## src/include/gate_cfg_pkg.sv

```systemverilog
// Package for the soft-shutdown and delay configuration register block.
// Assumes a single 25 MHz clock and a synchronous active-high reset.
`default_nettype none
package gate_cfg_pkg;
  // Clock rate
  localparam int unsigned CLOCK_HZ = 25000000;
  localparam int unsigned CLOCK_PERIOD_NS = 1000000000 / CLOCK_HZ;
  // Frame layout
  localparam int unsigned FRAME_BITS = 24;
  localparam int unsigned RW_POS = 23;
  localparam int unsigned ADDR_MSB = 22;
  localparam int unsigned ADDR_LSB = 18;
  localparam int unsigned DATA_MSB = 17;
  localparam int unsigned DATA_LSB = 8;
  localparam int unsigned CRC_MSB = 7;
  // Register address
  localparam logic [4:0] SOFT_SHUTDOWN_DELAY_CONFIG_ADDR = 5'h04;
  localparam logic [9:0] SOFT_SHUTDOWN_DELAY_CONFIG_RESET = 10'h024;
  // Field positions inside the ten data bits
  localparam int unsigned FAILSAFE_INT_SELECT_POS = 9;
  localparam int unsigned SEGMENT_DRIVE_DELAY_LSB = 6;
  localparam int unsigned SOFT_OFF_CURRENT_LSB = 3;
  localparam int unsigned SOFT_OFF_DURATION_LSB = 0;
  // Mask of fields that stay writable in normal mode
  localparam logic [9:0] ALWAYS_WRITABLE_MASK = 10'h1c0;
  // Timing steps
  localparam int unsigned SEG_DELAY_STEP_NS = 20;
  localparam int unsigned SOFT_OFF_BASE_NS = 2000;
  localparam int unsigned SOFT_OFF_STEP_NS = 1000;
  localparam int unsigned SC_FILTER_SLOW_BASE_NS = 400;
  localparam int unsigned SC_FILTER_FAST_BASE_NS = 100;
  localparam int unsigned SC_FILTER_STEP_NS = 100;
  // Soft-off current table, in milliamperes
  localparam logic [9:0] SOFT_OFF_MA [8] = '{10'h064, 10'h0c8, 10'h12c, 10'h190,
                                             10'h1f4, 10'h2bc, 10'h384, 10'h3e8};
  // Register field view
  typedef struct packed {
    logic failsafe_int_select;
    logic [2:0] segment_drive_delay;
    logic [2:0] soft_off_current;
    logic [2:0] soft_off_duration;
  } config_s;
  // Decoded timing outputs
  typedef struct packed {
    logic [15:0] seg_delay_ns;
    logic [15:0] soft_off_ns;
    logic [15:0] sc_filter_ns;
    logic [9:0] soft_off_ma;
  } timing_s;
endpackage
`default_nettype wire

```

## src/core/timing_decode.sv

```systemverilog
// Decodes register codes into nanosecond and current figures.
// Assumes codes are stable register outputs; result is registered.
`default_nettype none
module timing_decode (
  // Clock and reset
  input wire logic clock,
  input wire logic reset,
  // Codes
  input wire gate_cfg_pkg::config_s cfg,
  input wire logic time_scale_half,
  input wire logic [2:0] short_circuit_filter_time,
  input wire logic short_circuit_fast_filter,
  // Decoded values
  output gate_cfg_pkg::timing_s timing
);
  gate_cfg_pkg::timing_s timing_d; // Next decoded values
  gate_cfg_pkg::timing_s timing_q; // Registered decoded values
  logic [15:0] soft_full; // Unscaled soft-off duration

  // Combinational decode of every timing field
  always_comb begin
    soft_full = 16'(gate_cfg_pkg::SOFT_OFF_BASE_NS + gate_cfg_pkg::SOFT_OFF_STEP_NS * cfg.soft_off_duration);
    timing_d.seg_delay_ns = 16'(gate_cfg_pkg::SEG_DELAY_STEP_NS * cfg.segment_drive_delay);
    timing_d.soft_off_ma = gate_cfg_pkg::SOFT_OFF_MA[cfg.soft_off_current];
    if (time_scale_half) begin
      timing_d.soft_off_ns = {1'b0, soft_full[15:1]};
    end else begin
      timing_d.soft_off_ns = soft_full;
    end
    if (short_circuit_fast_filter) begin
      timing_d.sc_filter_ns = 16'(gate_cfg_pkg::SC_FILTER_FAST_BASE_NS
                                  + gate_cfg_pkg::SC_FILTER_STEP_NS * short_circuit_filter_time);
    end else begin
      timing_d.sc_filter_ns = 16'(gate_cfg_pkg::SC_FILTER_SLOW_BASE_NS
                                  + gate_cfg_pkg::SC_FILTER_STEP_NS * short_circuit_filter_time);
    end
  end

  // Register the decode
  always_ff @(posedge clock) begin
    if (reset) begin
      timing_q <= '0;
    end else begin
      timing_q <= timing_d;
    end
  end

  assign timing = timing_q;
endmodule
`default_nettype wire

```

## src/core/soft_shutdown_delay_config.sv

```systemverilog
// Register 4 of the gate driver: storage, write lock, read-back, fail-safe pin.
// Assumes frames arrive already deserialised and CRC-checked by the SPI front end.
//
// Operation
// - Register 4 decoded from frame bits 22:18
// - Delay always writable, others locked in normal
// - Fail-safe select routes state to fault pin
// - With fail-safe select set, enable low drives fault pin low
// - Segment delay is code times 20 ns
// - Soft-off current decoded from eight-step table
// - Unscaled soft-off time 2000 plus 1000 steps
// - Scaling bit halves soft-off duration
// - Slow short-circuit filter 400 plus 100 steps
// - Fast short-circuit filter 100 plus 100 steps
// - Filter code kept when fast bit changes
// - Leaving configuration latches CRC, arms switching
`default_nettype none
module soft_shutdown_delay_config (
  // Clock and reset
  input wire logic clock,
  input wire logic reset,
  // Received frame, one-cycle strobe at the frame end
  input wire logic frame_valid,
  input wire logic [23:0] frame_in,
  // Chip-select rising edge pulse, configuration mode level
  input wire logic chip_select_rise,
  input wire logic config_mode,
  // Neighbouring-register codes and mode bits
  input wire logic time_scale_half,
  input wire logic [2:0] short_circuit_filter_time,
  input wire logic short_circuit_fast_filter,
  // Fail-safe and PWM
  input wire logic failsafe_enable_input,
  input wire logic pwm_in,
  input wire logic fault_request,
  input wire logic [7:0] config_crc_in,
  // Outputs
  output logic fault_interrupt_pin,
  output logic [9:0] read_data,
  output logic read_valid,
  output logic [7:0] stored_crc,
  output logic switching_allowed,
  output gate_cfg_pkg::config_s cfg,
  output gate_cfg_pkg::timing_s timing
);
  logic [9:0] reg_d, reg_q; // Register contents
  logic [9:0] rd_d, rd_q; // Read-back data
  logic rv_d, rv_q; // Read-back strobe
  logic [7:0] crc_d, crc_q; // Stored configuration CRC
  logic cfg_d, cfg_q; // Configuration mode seen last cycle
  logic pend_d, pend_q; // Waiting for PWM rising edge after exit
  logic allow_d, allow_q; // Gate switching permitted
  logic pwm_d, pwm_q; // Previous PWM level
  logic int_d, int_q; // Fault pin level
  logic hit; // Frame targets register 4
  logic is_write; // Frame is a write
  logic [9:0] wmask; // Bits that accept the write
  logic exit_cfg; // Configuration left on this chip-select edge

  // Address decode on the frame fields
  assign hit = frame_valid
    && (frame_in[gate_cfg_pkg::ADDR_MSB:gate_cfg_pkg::ADDR_LSB]
        == gate_cfg_pkg::SOFT_SHUTDOWN_DELAY_CONFIG_ADDR);
  assign is_write = frame_in[gate_cfg_pkg::RW_POS];
  assign exit_cfg = chip_select_rise && cfg_q && !config_mode;

  // Next-state logic for storage, read-back, CRC and switching permission
  always_comb begin
    // Locked fields only accept writes in configuration mode
    wmask = config_mode ? 10'h3ff : gate_cfg_pkg::ALWAYS_WRITABLE_MASK;
    reg_d = reg_q;
    if (hit && is_write) begin
      reg_d = (reg_q & ~wmask)
        | (frame_in[gate_cfg_pkg::DATA_MSB:gate_cfg_pkg::DATA_LSB] & wmask);
    end
    rv_d = hit && !is_write;
    rd_d = rd_q;
    if (hit && !is_write) begin
      rd_d = reg_q;
    end
    cfg_d = config_mode;
    pwm_d = pwm_in;
    crc_d = crc_q;
    pend_d = pend_q;
    allow_d = allow_q;
    if (config_mode) begin
      // Gate held off while configuring
      allow_d = 1'b0;
      pend_d = 1'b0;
    end
    if (exit_cfg) begin
      crc_d = config_crc_in;
      pend_d = 1'b1;
    end else if (pend_q && !config_mode && pwm_in && !pwm_q) begin
      // A PWM edge seen while configuration is re-entered must not re-arm the gate
      allow_d = 1'b1;
      pend_d = 1'b0;
    end
    // Fault pin is active low; fail-safe select maps enable onto it
    if (reg_q[gate_cfg_pkg::FAILSAFE_INT_SELECT_POS]) begin
      int_d = failsafe_enable_input && !fault_request;
    end else begin
      int_d = !fault_request;
    end
  end

  // State registers
  always_ff @(posedge clock) begin
    if (reset) begin
      reg_q <= gate_cfg_pkg::SOFT_SHUTDOWN_DELAY_CONFIG_RESET;
      rd_q <= '0;
      rv_q <= 1'b0;
      crc_q <= '0;
      cfg_q <= 1'b0;
      pend_q <= 1'b0;
      allow_q <= 1'b0;
      pwm_q <= 1'b0;
      int_q <= 1'b0;
    end else begin
      reg_q <= reg_d;
      rd_q <= rd_d;
      rv_q <= rv_d;
      crc_q <= crc_d;
      cfg_q <= cfg_d;
      pend_q <= pend_d;
      allow_q <= allow_d;
      pwm_q <= pwm_d;
      int_q <= int_d;
    end
  end

  // Field view and timing decode
  assign cfg = gate_cfg_pkg::config_s'(reg_q);
  timing_decode u_decode (
    .clock(clock),
    .reset(reset),
    .cfg(cfg),
    .time_scale_half(time_scale_half),
    .short_circuit_filter_time(short_circuit_filter_time),
    .short_circuit_fast_filter(short_circuit_fast_filter),
    .timing(timing)
  );

  assign read_data = rd_q;
  assign read_valid = rv_q;
  assign stored_crc = crc_q;
  assign switching_allowed = allow_q;
  assign fault_interrupt_pin = int_q;
endmodule
`default_nettype wire

```

## config.mk

```make
export PLATFORM = sky130hd
export DESIGN_NAME = soft_shutdown_delay_config
export DESIGN_NICKNAME = d
export VERILOG_FILES = /design/src/include/gate_cfg_pkg.sv /design/src/core/timing_decode.sv /design/src/core/soft_shutdown_delay_config.sv
export SDC_FILE = /design/constraint.sdc
export NUM_CORES = 1
export LEC_CHECK = 0
export ABC_AREA = 0
export BUFFER_PORTS_ARGS = -buffer_cell sky130_fd_sc_hd__clkbuf_2
export CORE_ASPECT_RATIO = 1.25
export CORE_UTILIZATION = 45
export DETAILED_ROUTE_END_ITERATION = 16
export PLACE_DENSITY = 0.82
export SYNTH_ARGS = -nofsm -noshare
export SYNTH_HDL_FRONTEND = slang
export SYNTH_SLANG_ARGS = --single-unit
```

## constraint.sdc

```tcl
create_clock -name clock -period 4 [get_ports clock]
set_input_delay 0.6 -clock clock [delete_from_list [all_inputs] [get_ports clock]]
set_output_delay 0.6 -clock clock [all_outputs]
set_load 0.02 [all_outputs]
```

# Word-level counts from Yosys, hierarchy flattened
# Memories as Yosys holds them, arrays and structs flattened. A register that Yosys moved wholly into a read port is not among the register bits.
# Index checks and enable logic that the tools add are counted.
[word_totals]
regBits = 82
rom_bits = 80
in_bits = 45
out_inout_bits = 89
word_cells = 52
mem_count = 1
[op_classes]
add_sub_neg = 3
multipliers = 3
eq_ne = 1
mux = 10
n_bitwise = 5
reduce_logical = 15
[memory_table]
columns = ["memory", "words", "width", "rd", "rd_clocked_by_memory_dff", "write_ports", "line", "text"]
rows = [
  ["(name not given)", 8, 10, 1, 1, 0, "timing_decode.sv:24", "timing_d.soft_off_ma = gate_cfg_pkg::SOFT_OFF_MA[cfg.soft_off_current];"],
]
[ops]
columns = ["operator", "n"]
rows = [
  ["$mux 16", 2],
  ["$and 10x10->10", 2],
  ["$add 11x13->14 const A", 1],
  ["$add 7x10->11 const A", 1],
  ["$add 9x10->11 const A", 1],
  ["$mul 7x3->10 const A", 1],
  ["$mux 10", 1],
  ["$not 10->10", 1],
  ["$or 10x10->10", 1],
  ["$logic_and 1x1->1", 9],
  ["$mul 5x3->8 const A", 1],
  ["$mux 1", 7],
  ["$mul 3x3->6 const A", 1],
  ["$eq 5x3->1 const B", 1],
  ["$logic_not 1->1", 4],
  ["$not 3->4", 1],
  ["$reduce_bool 3->1", 1],
  ["$reduce_or 2->1", 1],
]

# Longest topological paths before layout
# Gate-level depths: netlist of the first run.
[depth]
word_depth = 6
depth_mapped = 12
mapped_depth_nobuf = 12

# Modules after synthesis
# From an unflattened synthesis of the first run, not the netlist that was laid out.
[hier_totals]
cells_unflattened = 368
hier_area_um2 = 3568.4
[modules_own_cells]
columns = ["module", "n_inst", "cells_each", "area_per_inst_um2", "seq_area_each_um2"]
rows = [
  ["timing_decode", 1, 240, 2214.6, 700.7],
  ["soft_shutdown_delay_config", 1, 128, 1353.8, 680.7],
]

# Least setup slack after synthesis of the first run
# No wires, ideal clock.
[synth_timing]
path_kind = "reg-to-reg"
from = "register with a tool-made name"
to = "register u_decode.timing_q (netlist bit u_decode.timing[37])"
setup_time_ns = 0.079
arrival_time_ns = 3.424
required_time_ns = 3.921
slack_ns = 0.497
stages_incl_launch_ff = 13
n_path_buf = 0
period_less_slack_ns = 3.503
cell_sequence = "dfxtp_1 > inv_1 > fa_1 > xnor2_1 > ha_1 > a21oi_1 > fa_1 > nor3b_4 > nand2b_1 > a21oi_1 > a21oi_2 > xnor2_1 > a211oi_2"
[synth_lines]
columns = ["item", "line", "text"]
rows = [
  ["end signal, assigned", "timing_decode.sv:44", "timing_q <= timing_d;"],
  ["end, declared", "timing_decode.sv:17", "gate_cfg_pkg::timing_s timing_q;"],
]

==> run summary, run 1 <==
DR WL/cell -> 12.36 um
number of nets still failing antenna checks after routing -> 0
Final Hold Fails -> 0
Post-synth top flop -> dfxtp_1
HP Class -> in -> reg
hold slack -> 0.4210 ns
via count -> 2,696
number of synthesized flops with an enable pin -> 0
Ys Warns -> 0
vias in the first global route -> 2,548
CTS tree -> yes
final worst-path cycle share -> 0.8583
dpl ws -> 0.5925 ns
Post-Route Skew -> 0.006444 ns
die width -> 79.61 um
Post-synth ARST share -> 0
share of cells above drive strength 1 -> 0.2932
Area contributors post-synth -> dfxtp_1 41%, ha_1 9.6%, mux2i_1 8.6%
DIE HEIGHT -> 99.02 um
drt via density -> 4.911
Overflow after GRT -> 0
fin util -> 0.5591
Final WS setup -> 0.5667 ns
initial antenna violation count -> 0
R2R depth -> 12
worst slew pin tran -> 0.7096 ns
first-pass detailed-route iteration total -> 4
Port-buffer cells -> 102
setup_tns -> 0 ns
RSZ-0062 raised after global routing -> false
mean area per synthesized cell -> 9.598 sq um
Max VDD drop -> 258.8 uV
Setup violations, final -> 0
CP arrival -> 3.68 ns
total of cells resized after clock tree synthesis -> 0
Initial Util -> 0.4633
fin crit period -> 3.433 ns
Worst Setup Path Type -> reg -> reg
Ports -> 134
CP Launch Type -> flop
Yosys reg bits -> 69
nature of the critical path endpoint -> flop
die area -> 7883 sq um
Total Power -> 1.472 mW
CTS Root Cell -> clkbuf_8
global-route wire length before repair -> 10.93 mm
drt drc -> 0
slew margin rel. -> 0.5270
Detailed Route WL -> 6.784 mm
worst-path maximum fanout -> 8
most common cell after layout, fill and taps aside -> clkbuf_2
DR iter-0 viols -> 67
nets -> 527
FP Rows -> 35
CP required -> 4.25 ns
leakage power -> 2.025 nW
Max H-tree Level -> 3
status -> complete, no violations
P per Cell Area -> 360.0 nW/um^2
CTS Buf Count -> 9
core area -> 7313 sq um
MaxCap Viol Count -> 0
Worst Setup EP -> u_decode.timing[37]
final slew viol count -> 0
cell area after synthesis -> 3388 sq um
Worst-Skew Late Latency -> 0.34 ns
Max Fclk -> 0.2913 GHz
Detail Placement HPWL -> 5.256 mm
leading area contributor after synthesis -> dfxtp_1
Syn Inst Count -> 353
Clock transition at path regs -> 0.07 ns
antenna diode count -> 0
Placer Congestion -> 0.8398
hold path depth -> 2
post-synth top area share -> 0.4077
clock buffer depth -> 2
CTS Sinks -> 69
Seq/Total Area, Yosys -> 0.4077
Unique masters post-synth -> 54
postcts setup bufs -> 0
hold_buf cts -> 0
commonest non-fill, non-tap cells in the layout -> 102 x clkbuf_2, 69 x dfxtp_1, 51 x nor2_1
largest net degree at the start of global routing -> 37
FF-to-FF End -> u_decode.timing[37]
Area growth, synth to finish -> 20.68%
reg2reg setup slack -> 0.57 ns
GRT Overall Usage -> 0.1787
==> layout make-up <==
type                            instances  area (sq um)
Clock buffer                           13         168.9
Clock inverter                          3         42.54
Fill cell                             643          3224
Inverter                               19         71.32
Multi-Input combinational cell        247          1769
Sequential cell                        69          1381
Tap cell                               92         115.1
Timing Repair Buffer                  106         540.5
==> Yosys cell counts (2+ instances only) <==
library cell  number
mux2i_1           29
clkbuf_1           9
o21ai_0            3
xnor2_1            6
and2_1             2
o211ai_1           2
nand3b_1           2
inv_1             19
nand2_1           13
fa_1               4
buf_4             26
nand2b_1           3
a21oi_2            2
nor4_1             2
a211o_1            3
dfxtp_1           69
ha_1              26
a21oi_1           18
nor2_1            51
buf_1              4
nor3_1             4
nand3_1            5
xor2_1             7
a211oi_1           7
nor2b_1            8
==> critical path: stages, from the launching register on <==
cell	delay, ns
dfxtp_1	0.33
inv_1	0.11
fa_1	0.74
xnor2_1	0.23
ha_1	0.20
a21oi_1	0.06
fa_1	0.53
nor3b_4	0.28
nand2b_1	0.10
a21oi_1	0.28
a21oi_2	0.12
xnor2_1	0.15
a211oi_2	0.21
==> cells by family (layout without fill, tap and decap cells) <==
family	after synthesis	after routing	share of synthesized area
AO/OA/AOI/OAI	47	47	0.09934
XOR/XNOR	13	13	0.03360
adder cells (fa/ha/maj)	30	30	0.1196
buffers and inverters	59	141	0.09453
flip-flops	69	69	0.4077
multiplexers	30	30	0.08900
other	1	23	0.001107
AND/OR/NAND/NOR	104	104	0.1551
==> per-layer routing <==
layer	track usage	vias to the layer above	part of all wire
met3	0.04352	15	0.048
met2	0.3314	95	0.54
met4	0.1021	0	0.028
li1	-	1330	-
met1	0.1761	1256	0.39
met5	0	-	0
==> worst min-delay path by stage <==
stage | slack, ns | to | startpoint
floorplan | 0.47 | cfg[6] | cfg[6]
global placement | 0.47 | stored_crc[7] | stored_crc[7]
detailed placement | 0.49 | stored_crc[4] | stored_crc[4]
CTS | 0.40 | fault_interrupt_pin | fault_request
global route | 0.40 | fault_interrupt_pin | fault_request
finish | 0.42 | fault_interrupt_pin | fault_request
==> stage by stage <==
stage,cells,cell area (sq um)
2_1_floorplan,375,3471
3_3_place_gp,533,3877
3_5_place_dp,533,3877
4_1_cts,549,4089
5_1_grt,549,4089
6_report,549,4089
==> power by group <==
part	total, mW	internal (mW)	switching (mW)
Combinational	0.171	0.0592	0.112
Sequential	0.716	0.709	0.00705
Clock	0.584	0.338	0.246
Total	1.47	1.11	0.365
(Power assumes the default switching activity.)
==> inputs of run 2 (changes only) <==
- CORE_UTILIZATION: 45 -> 49
- PLACE_DENSITY: 0.82 -> 0.88
==> run 2 against run 1 <==
  * Core utilization grew 5.7 points
  * Count of clock-buffer cells in the layout fell by 3
  * Hold slack worse by 0.0017 ns
  * Clock skew is 0.0033 ns higher
  * Sequential power barely moved
  * Non-clock buffer count fell by 2
  * First-iteration DRC count is 21% higher
  * Highest routed layer unchanged
  * Clock power up 4.8%
==> run summary, run 2 (same netlist as run 1, synthesis figures left out) <==
drt drc -> 0 (unchanged)
global-route wire length before repair -> 11.03 mm (was 10.93 mm)
final worst-path cycle share -> 0.9319 (was 0.8583)
fin crit period -> 3.728 ns (was 3.433 ns)
Post-Route Skew -> 0.009786 ns (was 0.006444 ns)
most common cell after layout, fill and taps aside -> clkbuf_2 (unchanged)
postcts setup bufs -> 0 (unchanged)
hold slack -> 0.4192 ns (was 0.4210 ns)
Clock transition at path regs -> 0.08 ns (was 0.07 ns)
die width -> 76.38 um (was 79.61 um)
Area growth, synth to finish -> 20.16% (was 20.68%)
worst slew pin tran -> 0.6859 ns (was 0.7096 ns)
nets -> 525 (was 527)
P per Cell Area -> 368.1 nW/um^2 (was 360.0 nW/um^2)
CP required -> 4.26 ns (was 4.25 ns)
Post-Layout Inst Area -> 4071 sq um (was 4089 sq um)
via count -> 2,696 (unchanged)
status -> complete, no violations (unchanged)
CTS Buf Count -> 9 (unchanged)
final slew viol count -> 0 (unchanged)
DIE HEIGHT -> 94.97 um (was 99.02 um)
Worst Setup EP -> u_decode.timing[37] (unchanged)
reg2reg setup slack -> 0.27 ns (was 0.57 ns)
core area -> 6606 sq um (was 7313 sq um)
CTS tree -> yes (unchanged)
Worst Setup Path Type -> reg -> reg (unchanged)
Port-buffer cells -> 102 (unchanged)
nature of the critical path endpoint -> flop (unchanged)
leakage power -> 2.020 nW (was 2.025 nW)
MaxCap Viol Count -> 0 (unchanged)
Detail Placement HPWL -> 5.064 mm (was 5.256 mm)
drt via density -> 4.974 (was 4.911)
Ports -> 134 (unchanged)
worst-path maximum fanout -> 8 (unchanged)
first-pass detailed-route iteration total -> 4 (unchanged)
clock buffer depth -> 2 (unchanged)
vias in the first global route -> 2,475 (was 2,548)
DR WL/cell -> 12.51 um (was 12.36 um)
CTS Root Cell -> clkbuf_8 (unchanged)
R2R depth -> 12 (unchanged)
setup_tns -> 0 ns (unchanged)
Worst-Skew Late Latency -> 0.34 ns (about the same)
total of cells resized after clock tree synthesis -> 0 (unchanged)
RSZ-0062 raised after global routing -> false (unchanged)
largest net degree at the start of global routing -> 69 (was 37)
Initial Util -> 0.5129 (was 0.4633)
number of nets still failing antenna checks after routing -> 0 (unchanged)
commonest non-fill, non-tap cells in the layout -> 102 x clkbuf_2, 69 x dfxtp_1, 51 x nor2_1 (unchanged)
slew margin rel. -> 0.5427 (was 0.5270)
initial antenna violation count -> 0 (unchanged)
Overflow after GRT -> 0 (unchanged)
CP arrival -> 3.99 ns (was 3.68 ns)
hold_buf cts -> 0 (unchanged)
antenna diode count -> 0 (unchanged)
Placed Area -> 3856 sq um (was 3877 sq um)
Placer Congestion -> 0.8698 (was 0.8398)
Layout fillers -> 546 (was 643)
CP Launch Type -> flop (unchanged)
Final Hold Fails -> 0 (unchanged)
die area -> 7253 sq um (was 7883 sq um)
Max H-tree Level -> 3 (unchanged)
Max Fclk -> 0.2683 GHz (was 0.2913 GHz)
Max VDD drop -> 228.4 uV (was 258.8 uV)
DR iter-0 viols -> 81 (was 67)
FP Rows -> 33 (was 35)
HP Class -> in -> reg (unchanged)
Detailed Route WL -> 6.781 mm (was 6.784 mm)
Setup violations, final -> 0 (unchanged)
GRT Overall Usage -> 0.1940 (was 0.1787)
share of cells above drive strength 1 -> 0.2901 (was 0.2932)
CTS Sinks -> 69 (unchanged)
FF-to-FF End -> u_decode.timing[37] (unchanged)
[run 2: cell type report]
cell class | count | area [sq um] | area share
clock buffer | 10 | 127.6 | 0.03135
multi-input combinational | 247 | 1769 | 0.4345
clock inverter | 6 | 87.58 | 0.02151
sequential | 69 | 1381 | 0.3393
inverter | 19 | 71.32 | 0.01752
timing repair buffer | 104 | 525.5 | 0.1291
tap | 87 | 108.9 | 0.02674
[run 2: worst min-delay path by stage]
stage | start | cells past startpoint | endpoint | slack [ns]
finish | fault_request | 2 | fault_interrupt_pin | 0.42
floorplan | cfg[6] | 2 | cfg[6] | 0.47
global placement | read_data[1] | 2 | read_data[1] | 0.47
detailed placement | read_data[6] | 2 | read_data[6] | 0.49
CTS | fault_request | 2 | fault_interrupt_pin | 0.41
global route | fault_request | 2 | fault_interrupt_pin | 0.40
[run 2: per-layer routing]
layer | global-route usage | part of all wire | up-vias
met4 | 0.08974 | 0.019 | 0
met2 | 0.3701 | 0.54 | 96
li1 | - | - | 1334
met3 | 0.04831 | 0.056 | 13
met1 | 0.1990 | 0.39 | 1253
met5 | 0 | 0 | -
[run 2: worst max-delay path, stage by stage, from the launching register on]
cell and delay [ns]:
dfxtp_1 0.49, inv_1 0.19, fa_1 0.77, xnor2_1 0.23, ha_1 0.20, a21oi_1 0.06
fa_1 0.54, nor3b_4 0.30, nand2b_1 0.09, a21oi_1 0.29, a21oi_2 0.12, xnor2_1 0.15
a211oi_2 0.21
[run 2: metrics by stage]
stage | instances | util | total power, mW | setup WS (ns)
final | 542 | 0.6163 | 1.499 | 0.2725
after global routing | 542 | 0.6163 | 1.560 | 0.002282
after CTS | 542 | 0.6163 | 1.510 | 0.2908
after detailed placement | 526 | 0.5837 | 0.9024 | 0.3161
after global placement | 526 | 0.5837 | 0.8973 | 0.4576
after floorplan | 375 | - | 0.8654 | 0.4968
[run 2: report_power, final]
group / switching (mW) / total [mW] / internal, mW
registers: 0.00692 / 0.716 / 0.709
clock network: 0.261 / 0.612 / 0.351
logic: 0.111 / 0.171 / 0.0593
